File: src/verilog/fbi_pkg.sv
package fbi_pkg;
	localparam int CLK_PERIOD_PS = 4000;
	localparam int ADDR_W = 13;
	localparam int DATA_W = 8;
	// bus timing in ns, power-up wait in ms, as printed
	localparam int SELECT_ACTIVE_MIN_NS = 70;
	localparam int PRECHARGE_MIN_NS = 60;
	localparam int READ_CYCLE_MIN_NS = 130;
	localparam int ACCESS_MAX_NS = 70;
	localparam int GATE_ACCESS_MAX_NS = 12;
	localparam int RELEASE_MAX_NS = 15;
	localparam int STROBE_PULSE_MIN_NS = 40;
	localparam int SELECT_TO_STROBE_HIGH_MIN_NS = 70;
	localparam int TURNAROUND_MIN_NS = 10;
	localparam int POWERUP_WAIT_MIN_MS = 10;
	// least times round up to whole cycles
	localparam int SELECT_ACTIVE_CYC = (SELECT_ACTIVE_MIN_NS * 1000 + CLK_PERIOD_PS - 1)
		/ CLK_PERIOD_PS;
	localparam int PRECHARGE_CYC = (PRECHARGE_MIN_NS * 1000 + CLK_PERIOD_PS - 1)
		/ CLK_PERIOD_PS;
	localparam int READ_CYCLE_CYC = (READ_CYCLE_MIN_NS * 1000 + CLK_PERIOD_PS - 1)
		/ CLK_PERIOD_PS;
	localparam int STROBE_PULSE_CYC = (STROBE_PULSE_MIN_NS * 1000 + CLK_PERIOD_PS - 1)
		/ CLK_PERIOD_PS;
	localparam int SELECT_TO_STROBE_CYC =
		(SELECT_TO_STROBE_HIGH_MIN_NS * 1000 + CLK_PERIOD_PS - 1) / CLK_PERIOD_PS;
	// data sampled after access time plus two synchroniser stages
	localparam int ACCESS_CYC = (ACCESS_MAX_NS * 1000 + CLK_PERIOD_PS - 1) / CLK_PERIOD_PS;
	localparam int GATE_ACCESS_CYC = (GATE_ACCESS_MAX_NS * 1000 + CLK_PERIOD_PS - 1)
		/ CLK_PERIOD_PS;
	localparam int RELEASE_CYC = (RELEASE_MAX_NS * 1000 + CLK_PERIOD_PS - 1) / CLK_PERIOD_PS;
	localparam int TURNAROUND_CYC = (TURNAROUND_MIN_NS * 1000 + CLK_PERIOD_PS - 1)
		/ CLK_PERIOD_PS;
	localparam longint POWERUP_WAIT_CYC = (longint'(POWERUP_WAIT_MIN_MS) * 1000000000
		+ CLK_PERIOD_PS - 1) / CLK_PERIOD_PS;
	localparam int CNT_W = 24;
endpackage

File: src/verilog/fbi_host.sv
`timescale 1ns/100ps
// Functional notes
// falling select latches address, may start write
// select high is standby; low, strobe high reads
// strobe falling under select writes the byte
// last falling signal decides write control
// output gate only enables data drivers
// select low 70ns, high 60ns, cycle 130ns
// read data valid 70ns after select
// read data valid 12ns after gate
// data released 15ns after select rises
// data released 15ns after gate rises
// write strobe low at least 40ns
// select low 70ns before strobe rises
// device releases data 15ns after strobe falls
// host frees bus within 10ns turnaround
// wait 10ms after power before access
// strobe high while power ramps
module fbi_host #(
	parameter longint POWERUP_CYC = fbi_pkg::POWERUP_WAIT_CYC
) (
	input wire logic clk_in,
	input wire logic rst_n_in,
	// user request side
	input wire logic req_valid_in,
	input wire logic req_write_in,
	input wire logic [fbi_pkg::ADDR_W-1:0] req_addr_in,
	input wire logic [fbi_pkg::DATA_W-1:0] req_wdata_in,
	output logic req_ready_out,
	output logic rsp_valid_out,
	output logic [fbi_pkg::DATA_W-1:0] rsp_rdata_out,
	// memory pins
	output logic mem_sel_n_out,
	output logic mem_wr_n_out,
	output logic mem_gate_n_out,
	output logic [fbi_pkg::ADDR_W-1:0] mem_addr_out,
	input wire logic [fbi_pkg::DATA_W-1:0] mem_dq_in,
	output logic [fbi_pkg::DATA_W-1:0] mem_dq_out,
	output logic mem_dq_oe_n_out
);
	typedef enum logic [6:0] {
		FBI_PWRUP = 7'h01,
		FBI_IDLE = 7'h02,
		FBI_RD = 7'h04,
		FBI_WSET = 7'h08,
		FBI_WR = 7'h10,
		FBI_TURN = 7'h20,
		FBI_PRE = 7'h40
	} fbi_state_t;

	typedef struct packed {
		fbi_state_t state;
		logic [fbi_pkg::CNT_W-1:0] cnt;
		logic [fbi_pkg::CNT_W-1:0] cyc;
		logic sel_n;
		logic wr_n;
		logic gate_n;
		logic [fbi_pkg::ADDR_W-1:0] addr;
		logic [fbi_pkg::DATA_W-1:0] wdata;
		logic dq_oe_n;
		logic rsp_valid;
		logic [fbi_pkg::DATA_W-1:0] rdata;
	} fbi_host_st_t;

	// counter step
	localparam logic [fbi_pkg::CNT_W-1:0] ONE = 24'h000001;
	// last power-up count; the idle state follows on the next edge
	localparam logic [fbi_pkg::CNT_W-1:0] PWR_LAST = fbi_pkg::CNT_W'(POWERUP_CYC - 1);
	// read sample waits out access time plus the synchroniser delay
	localparam logic [fbi_pkg::CNT_W-1:0] RD_SAMPLE =
		fbi_pkg::CNT_W'(fbi_pkg::ACCESS_CYC + 2);
	// gate pin moves one edge after the count is seen, so start a cycle early;
	// gate access then ends before the pin sample instead of on top of it
	localparam logic [fbi_pkg::CNT_W-1:0] GATE_AT =
		fbi_pkg::CNT_W'(fbi_pkg::ACCESS_CYC - fbi_pkg::GATE_ACCESS_CYC - 1);
	// last count of the select-active minimum
	localparam logic [fbi_pkg::CNT_W-1:0] ACT_LAST =
		fbi_pkg::CNT_W'(fbi_pkg::SELECT_ACTIVE_CYC - 1);
	// full release time, counted from the edge on which the strobe falls
	localparam logic [fbi_pkg::CNT_W-1:0] RLS_AT =
		fbi_pkg::CNT_W'(fbi_pkg::RELEASE_CYC);
	// last count of the strobe pulse minimum
	localparam logic [fbi_pkg::CNT_W-1:0] WP_LAST =
		fbi_pkg::CNT_W'(fbi_pkg::STROBE_PULSE_CYC - 1);
	// cycle count is already one on the edge where select falls, so no minus one here
	localparam logic [fbi_pkg::CNT_W-1:0] CW_AT =
		fbi_pkg::CNT_W'(fbi_pkg::SELECT_TO_STROBE_CYC);
	// last counts of precharge and of the whole cycle
	localparam logic [fbi_pkg::CNT_W-1:0] PC_LAST =
		fbi_pkg::CNT_W'(fbi_pkg::PRECHARGE_CYC - 1);
	localparam logic [fbi_pkg::CNT_W-1:0] RC_LAST =
		fbi_pkg::CNT_W'(fbi_pkg::READ_CYCLE_CYC - 1);

	fbi_host_st_t st_q;
	fbi_host_st_t st_d;
	logic [fbi_pkg::DATA_W-1:0] dq_sync;

	// data pins are asynchronous to this clock; two flops before any use
	fbi_sync #(
		.W(fbi_pkg::DATA_W)
	) u_dq_sync (
		.clk_in(clk_in),
		.rst_n_in(rst_n_in),
		.async_in(mem_dq_in),
		.sync_out(dq_sync)
	);

	// sequencer: one access at a time, all pin timing counted in clocks
	always_comb begin
		st_d = st_q;
		st_d.rsp_valid = 1'b0;
		st_d.cnt = st_q.cnt + ONE;
		st_d.cyc = st_q.cyc + ONE;
		case (st_q.state)
			FBI_PWRUP: begin
				// strobes held high until supply has settled
				st_d.sel_n = 1'b1;
				st_d.wr_n = 1'b1;
				if (st_q.cnt >= PWR_LAST) begin
					st_d.state = FBI_IDLE;
				end
			end
			FBI_IDLE: begin
				st_d.cnt = '0;
				st_d.cyc = '0;
				if (req_valid_in) begin
					// address driven on the same edge as select falls, latched by it
					st_d.addr = req_addr_in;
					st_d.wdata = req_wdata_in;
					st_d.sel_n = 1'b0;
					st_d.cyc = ONE;
					if (req_write_in) begin
						// strobe falls after select: strobe-controlled write
						st_d.state = FBI_WSET;
					end else begin
						st_d.state = FBI_RD; // select low, strobe high reads
					end
				end
			end
			FBI_RD: begin
				// gate only drives the buffers; access already running
				if (st_q.cnt >= GATE_AT) begin
					st_d.gate_n = 1'b0;
				end
				// answer pulse and captured byte go out together
				if (st_q.cnt == RD_SAMPLE) begin
					st_d.rdata = dq_sync; // data valid 70ns after select
					st_d.rsp_valid = 1'b1;
				end
				if (st_q.cnt >= RD_SAMPLE && st_q.cnt >= ACT_LAST) begin
					st_d.sel_n = 1'b1; // select held at least 70ns
					st_d.gate_n = 1'b1;
					st_d.cnt = '0;
					st_d.state = FBI_PRE;
				end
			end
			FBI_WSET: begin
				// wait for device to release bus before driving it
				st_d.wr_n = 1'b0;
				if (st_q.cnt >= RLS_AT) begin
					st_d.dq_oe_n = 1'b0;
					st_d.cnt = '0;
					st_d.state = FBI_WR;
				end
			end
			FBI_WR: begin
				// strobe pulse and select-to-strobe-high minimums
				if (st_q.cnt >= WP_LAST && st_q.cyc >= CW_AT) begin
					st_d.wr_n = 1'b1;
					st_d.cnt = '0;
					st_d.state = FBI_TURN;
				end
			end
			FBI_TURN: begin
				// release bus one edge after strobe rise, inside the device turnaround
				st_d.dq_oe_n = 1'b1;
				st_d.sel_n = 1'b1;
				// one-cycle answer pulse marks the write as done
				st_d.rsp_valid = 1'b1;
				st_d.cnt = ONE;
				st_d.state = FBI_PRE;
			end
			FBI_PRE: begin
				// precharge and full cycle minimums before next select
				// a request arriving now waits; ready stays low until idle
				if (st_q.cnt >= PC_LAST && st_q.cyc >= RC_LAST) begin
					st_d.state = FBI_IDLE;
				end
			end
			default: begin
				// an illegal state falls back to power-up with every strobe parked high
				st_d.state = FBI_PWRUP;
				st_d.sel_n = 1'b1;
				st_d.wr_n = 1'b1;
				st_d.gate_n = 1'b1;
				st_d.dq_oe_n = 1'b1;
			end
		endcase
	end

	// reset parks every strobe high and the data bus released
	always_ff @(posedge clk_in or negedge rst_n_in) begin
		if (!rst_n_in) begin
			st_q <= '{state: FBI_PWRUP, cnt: '0, cyc: '0, sel_n: 1'b1, wr_n: 1'b1,
				gate_n: 1'b1, addr: '0, wdata: '0, dq_oe_n: 1'b1, rsp_valid: 1'b0,
				rdata: '0};
		end else begin
			st_q <= st_d;
		end
	end

	// strobes and data come straight from flops, so the pins never glitch
	assign req_ready_out = (st_q.state == FBI_IDLE);
	assign rsp_valid_out = st_q.rsp_valid;
	assign rsp_rdata_out = st_q.rdata;
	assign mem_sel_n_out = st_q.sel_n;
	assign mem_wr_n_out = st_q.wr_n;
	assign mem_gate_n_out = st_q.gate_n;
	assign mem_addr_out = st_q.addr;
	assign mem_dq_out = st_q.wdata;
	assign mem_dq_oe_n_out = st_q.dq_oe_n;
endmodule

File: src/verilog/fbi_sync.sv
`timescale 1ns/100ps
// two-stage synchroniser for the data pins coming back from the memory
module fbi_sync #(
	parameter int W = 8
) (
	input wire logic clk_in,
	input wire logic rst_n_in,
	input wire logic [W-1:0] async_in,
	output logic [W-1:0] sync_out
);
	typedef struct packed {
		logic [W-1:0] s1;
		logic [W-1:0] s2;
	} fbi_sync_st_t;
	fbi_sync_st_t st_q;
	fbi_sync_st_t st_d;

	// first stage is read only by the second
	always_comb begin
		st_d = st_q;
		st_d.s1 = async_in;
		st_d.s2 = st_q.s1;
	end

	always_ff @(posedge clk_in or negedge rst_n_in) begin
		if (!rst_n_in) begin
			st_q <= '0;
		end else begin
			st_q <= st_d;
		end
	end

	assign sync_out = st_q.s2;
endmodule

File: config.mk
export PLATFORM = sky130hd
export DESIGN_NAME = fbi_host
export DESIGN_NICKNAME = d
export VERILOG_FILES = /design/src/verilog/fbi_pkg.sv /design/src/verilog/fbi_host.sv /design/src/verilog/fbi_sync.sv
export SDC_FILE = /design/constraint.sdc
export NUM_CORES = 1
export LEC_CHECK = 0
export CORE_ASPECT_RATIO = 1.2
export CORE_MARGIN = 2
export CORE_UTILIZATION = 39
export DETAILED_ROUTE_END_ITERATION = 10
export DONT_BUFFER_PORTS = 1
export SLEW_MARGIN = 20
export SYNTH_ARGS = -nofsm -noshare
export SYNTH_HDL_FRONTEND = slang
export SYNTH_SLANG_ARGS = --single-unit
export TNS_END_PERCENT = 10
File: constraint.sdc
create_clock -name clk_in -period 3 [get_ports clk_in]
set_input_delay 0.6 -clock clk_in [delete_from_list [all_inputs] [get_ports clk_in]]
set_output_delay 0.6 -clock clk_in [all_outputs]
set_load 0.02 [all_outputs]
==> metrics.txt <==
Initial Utilization=about 40%; std cell rows=45; Routed WL per cell=16.92 um; ys async rst share=100.0%; Yosys warning count=0; post-detailed-route count of antenna-violating nets=0; leakage=about 2.3 nW; fmax=around 0.4 GHz; Max stage delay on crit path=0.59 ns; worst rel slew slack=a little over two fifths; die area=~14000 um2; Data required, critical path=approximately 3.2 ns; # setup viols final=0; Startpoint Class=register; R2R Setup Slk=between 0.4 and 0.5 ns; placer congestion estimate=between 0.8 and 0.9; initial antenna violation count=1; clk_lat worst skew=0.35 ns; largest net degree at the start of global routing=just over 100; Boundary Pins=roughly 70; R2R Path Start=st_q[86]; Post-Syn Nets=a little over 500; clock slew at reported path FFs=roughly 0.070 ns; Detail Placement HPWL=between 6000 and 7000 um; outcome=finished clean; Fin Clk Skew=around 0.0089 ns; Hold WC Path Type=in2async; drc violations=0; Cell variety after synth=about 60; fraction of layout cells with a size suffix above 1=around 14%; final period utilization=~85%; Avg Vias per Cell=about 5.6; CTS H-tree lvls=3; GR Layer Usage met2=a little over a quarter; met3 Track Usage GR=approximately 4.3%; cells on worst reg2reg path=4; RSZ-0062 raised after global routing=false; Critical Path End Type=register; Setup TNS Final=0 ns; peak supply drop=233.3 uV; DRT Pass-1 Iters=4; Reg2Reg Capture Point=rsp_rdata_out[7]; maxcap violations=0; Final Hold Fails=0; CTS Buf Count=9; port bufs=0; Root Buffer=clkbuf_16; CP Cell Sequence=or4_4 -> or3_4 -> nor4b_4 -> mux2_2; Clock Path Buffers=2; worst slack, placed=about 0.47 ns; slowest CP cell=or4_4; CTS tree=done; Final nets=~490; global-route wire length before repair=roughly 17000 um; Die Width=roughly 110 um; vias in the first global route=about 3400; crit-path max FO=9; PwrDens=~500 nW/um2; GRT busiest layer=met2; EDFF count, synth=0; GR Overflow Total=0; most frequent cells in the layout=100 x dfrtp_1, 36 x nor2_1, 33 x xnor2_1; minimum clock period=between 2 and 3 ns; Die H=between 100 and 150 um; Mapped Cells=between 400 and 500; critical path arrival=between 2 and 3 ns; via count=around 3400; 1st-iter DRT viols=just under 300; register bit total from synthesis=between 100 and 150; core area=approximately 13000 um2; CTS Sinks=105; Tot GR Track Use=16.01%; Cell Area, Synth=about 5100 um2; kind of critical path=reg2reg; met1 Use GR=between 20% and 30%; Routed WL=10440 um; measured slew at the worst slew-check pin=0.8396 ns; register area share after synthesis=51.90%; Mean Syn Cell Area=10.57 um2; Max Slew Vio Count=0; commonest non-fill, non-tap cell in the layout=dfrtp_1; area growth from synthesis to layout=5.326%; ys flop type=dfrtp_1; setup slack after layout=0.4640 ns
worst max path at each step:
stage | startpoint | depth (start not counted) | to | slack [ns]
global route | st_q[86] | 4 | rsp_rdata_out[0] | 0.38
finish | st_q[86] | 4 | rsp_rdata_out[7] | 0.46
CTS | st_q[86] | 4 | rsp_rdata_out[6] | 0.45
global placement | st_q[86] | 4 | rsp_rdata_out[2] | 0.50
floorplan | st_q[86] | 5 | rsp_rdata_out[0] | 0.61
detailed placement | st_q[86] | 4 | rsp_rdata_out[6] | 0.47
sequential cells by signal, summed over array words and instances, names as in the netlist:
| signal | cells |
|---|---|
| u_dq_sync.st_d | 8 |
| mem_sel_n_out | 1 |
| rsp_rdata_out | 8 |
| rsp_valid_out | 1 |
| mem_wr_n_out | 1 |
| u_dq_sync.sync_out | 8 |
| mem_dq_oe_n_out | 1 |
| mem_dq_out | 8 |
| mem_addr_out | 13 |
| mem_gate_n_out | 1 |
| st_q | 55 |
synth_stat cells, types with 2 or more instances:
cell      count  share of area (%)
mux2_1        2               0.44
nor2_1       36                2.7
buf_1         5               0.37
nand2b_1      2               0.25
inv_1        15                1.1
clkbuf_1     15                1.1
nor4_1       18                2.2
dfrtp_1     100                 49
buf_4        29                4.3
o41ai_1       2               0.35
or3_1         7               0.86
a21oi_1      26                2.6
nand4_1      11                1.4
o21ai_0      12                1.2
mux2_2       27                6.0
nor3b_1       3               0.44
dfstp_2       5                2.6
and4_1        4               0.69
or2_2         3               0.37
ha_1          5                1.2
a32o_1        3               0.59
and2_1        2               0.25
buf_2         4               0.39
or4_1         2               0.30
nor4b_1       2               0.35
nand2_1      21                1.6
xnor2_1      33                5.7
nand3_1      19                1.9
nor2b_1       2               0.25
nor3_1       25                2.5
and3_1        3               0.37
xor2_1       10                1.7
worst max-delay path: cells and delay by family, from the launching register on:
family        cells  cell delay (ns)
mux               1             0.40
simple gates      3             1.57
flops             1             0.46
power breakdown:
part / switching (W) / leakage, nW / total (W) / internal [W]
Combinational: 0.0000247 / 0.735 / 0.0000292 / 0.00000446
Clock: 0.000552 / 0.144 / 0.00115 / 0.000602
Sequential: 0.00000274 / 1.38 / 0.00143 / 0.00143
stage by stage:
step                      total power (W)  hold slack (ns)  utilization [%]  cell area, um2  std cells
after floorplan                  0.001456           0.3044                -            5075        480
after global placement           0.001456           0.3071            39.68            5027        599
after detailed placement         0.001457           0.3065            39.68            5027        599
after CTS                        0.002647          0.07732            42.17            5343        616
after global routing             0.002716          0.06631            42.17            5343        616
final                            0.002611          0.08976            42.19            5345        617
cells by family after synthesis:
logic type	synth area share, %
xor gates and xnor gates	7.421
and+or+nand+nor	18.07
AOI/OAI and AO/OA	7.594
adders and majority gates	1.233
muxes	6.435
DFF	51.90
buffers and inverters	7.347
per-layer routing:
| layer | vias up | part of all wire [%] |
|---|---|---|
| met4 | 0 | 1.6 |
| met2 | 92 | 51 |
| met3 | 17 | 4.6 |
| met1 | 1730 | 43 |
| li1 | 1592 | - |
| met5 | - | 0 |
repair_timing:
| action | CTS | global route |
|---|---|---|
| hold endpoints to repair | 100 | 0 |
| resized for setup | 0 | 0 |
| hold buffers | 1 | 0 |
| setup buffers | 0 | 0 |
cell type report:
cell class / count / area, um2
fillers: 1190 / 7323
flip-flops and latches: 105 / 2634
multi-input cells: 306 / 2068
clock buffers: 11 / 242.7
well taps: 164 / 205.2
repair buffers: 9 / 87.58
inverters: 16 / 60.06
clock inverters: 5 / 45.04
diodes: 1 / 2.502
Power figures use the tool's default switching activity.
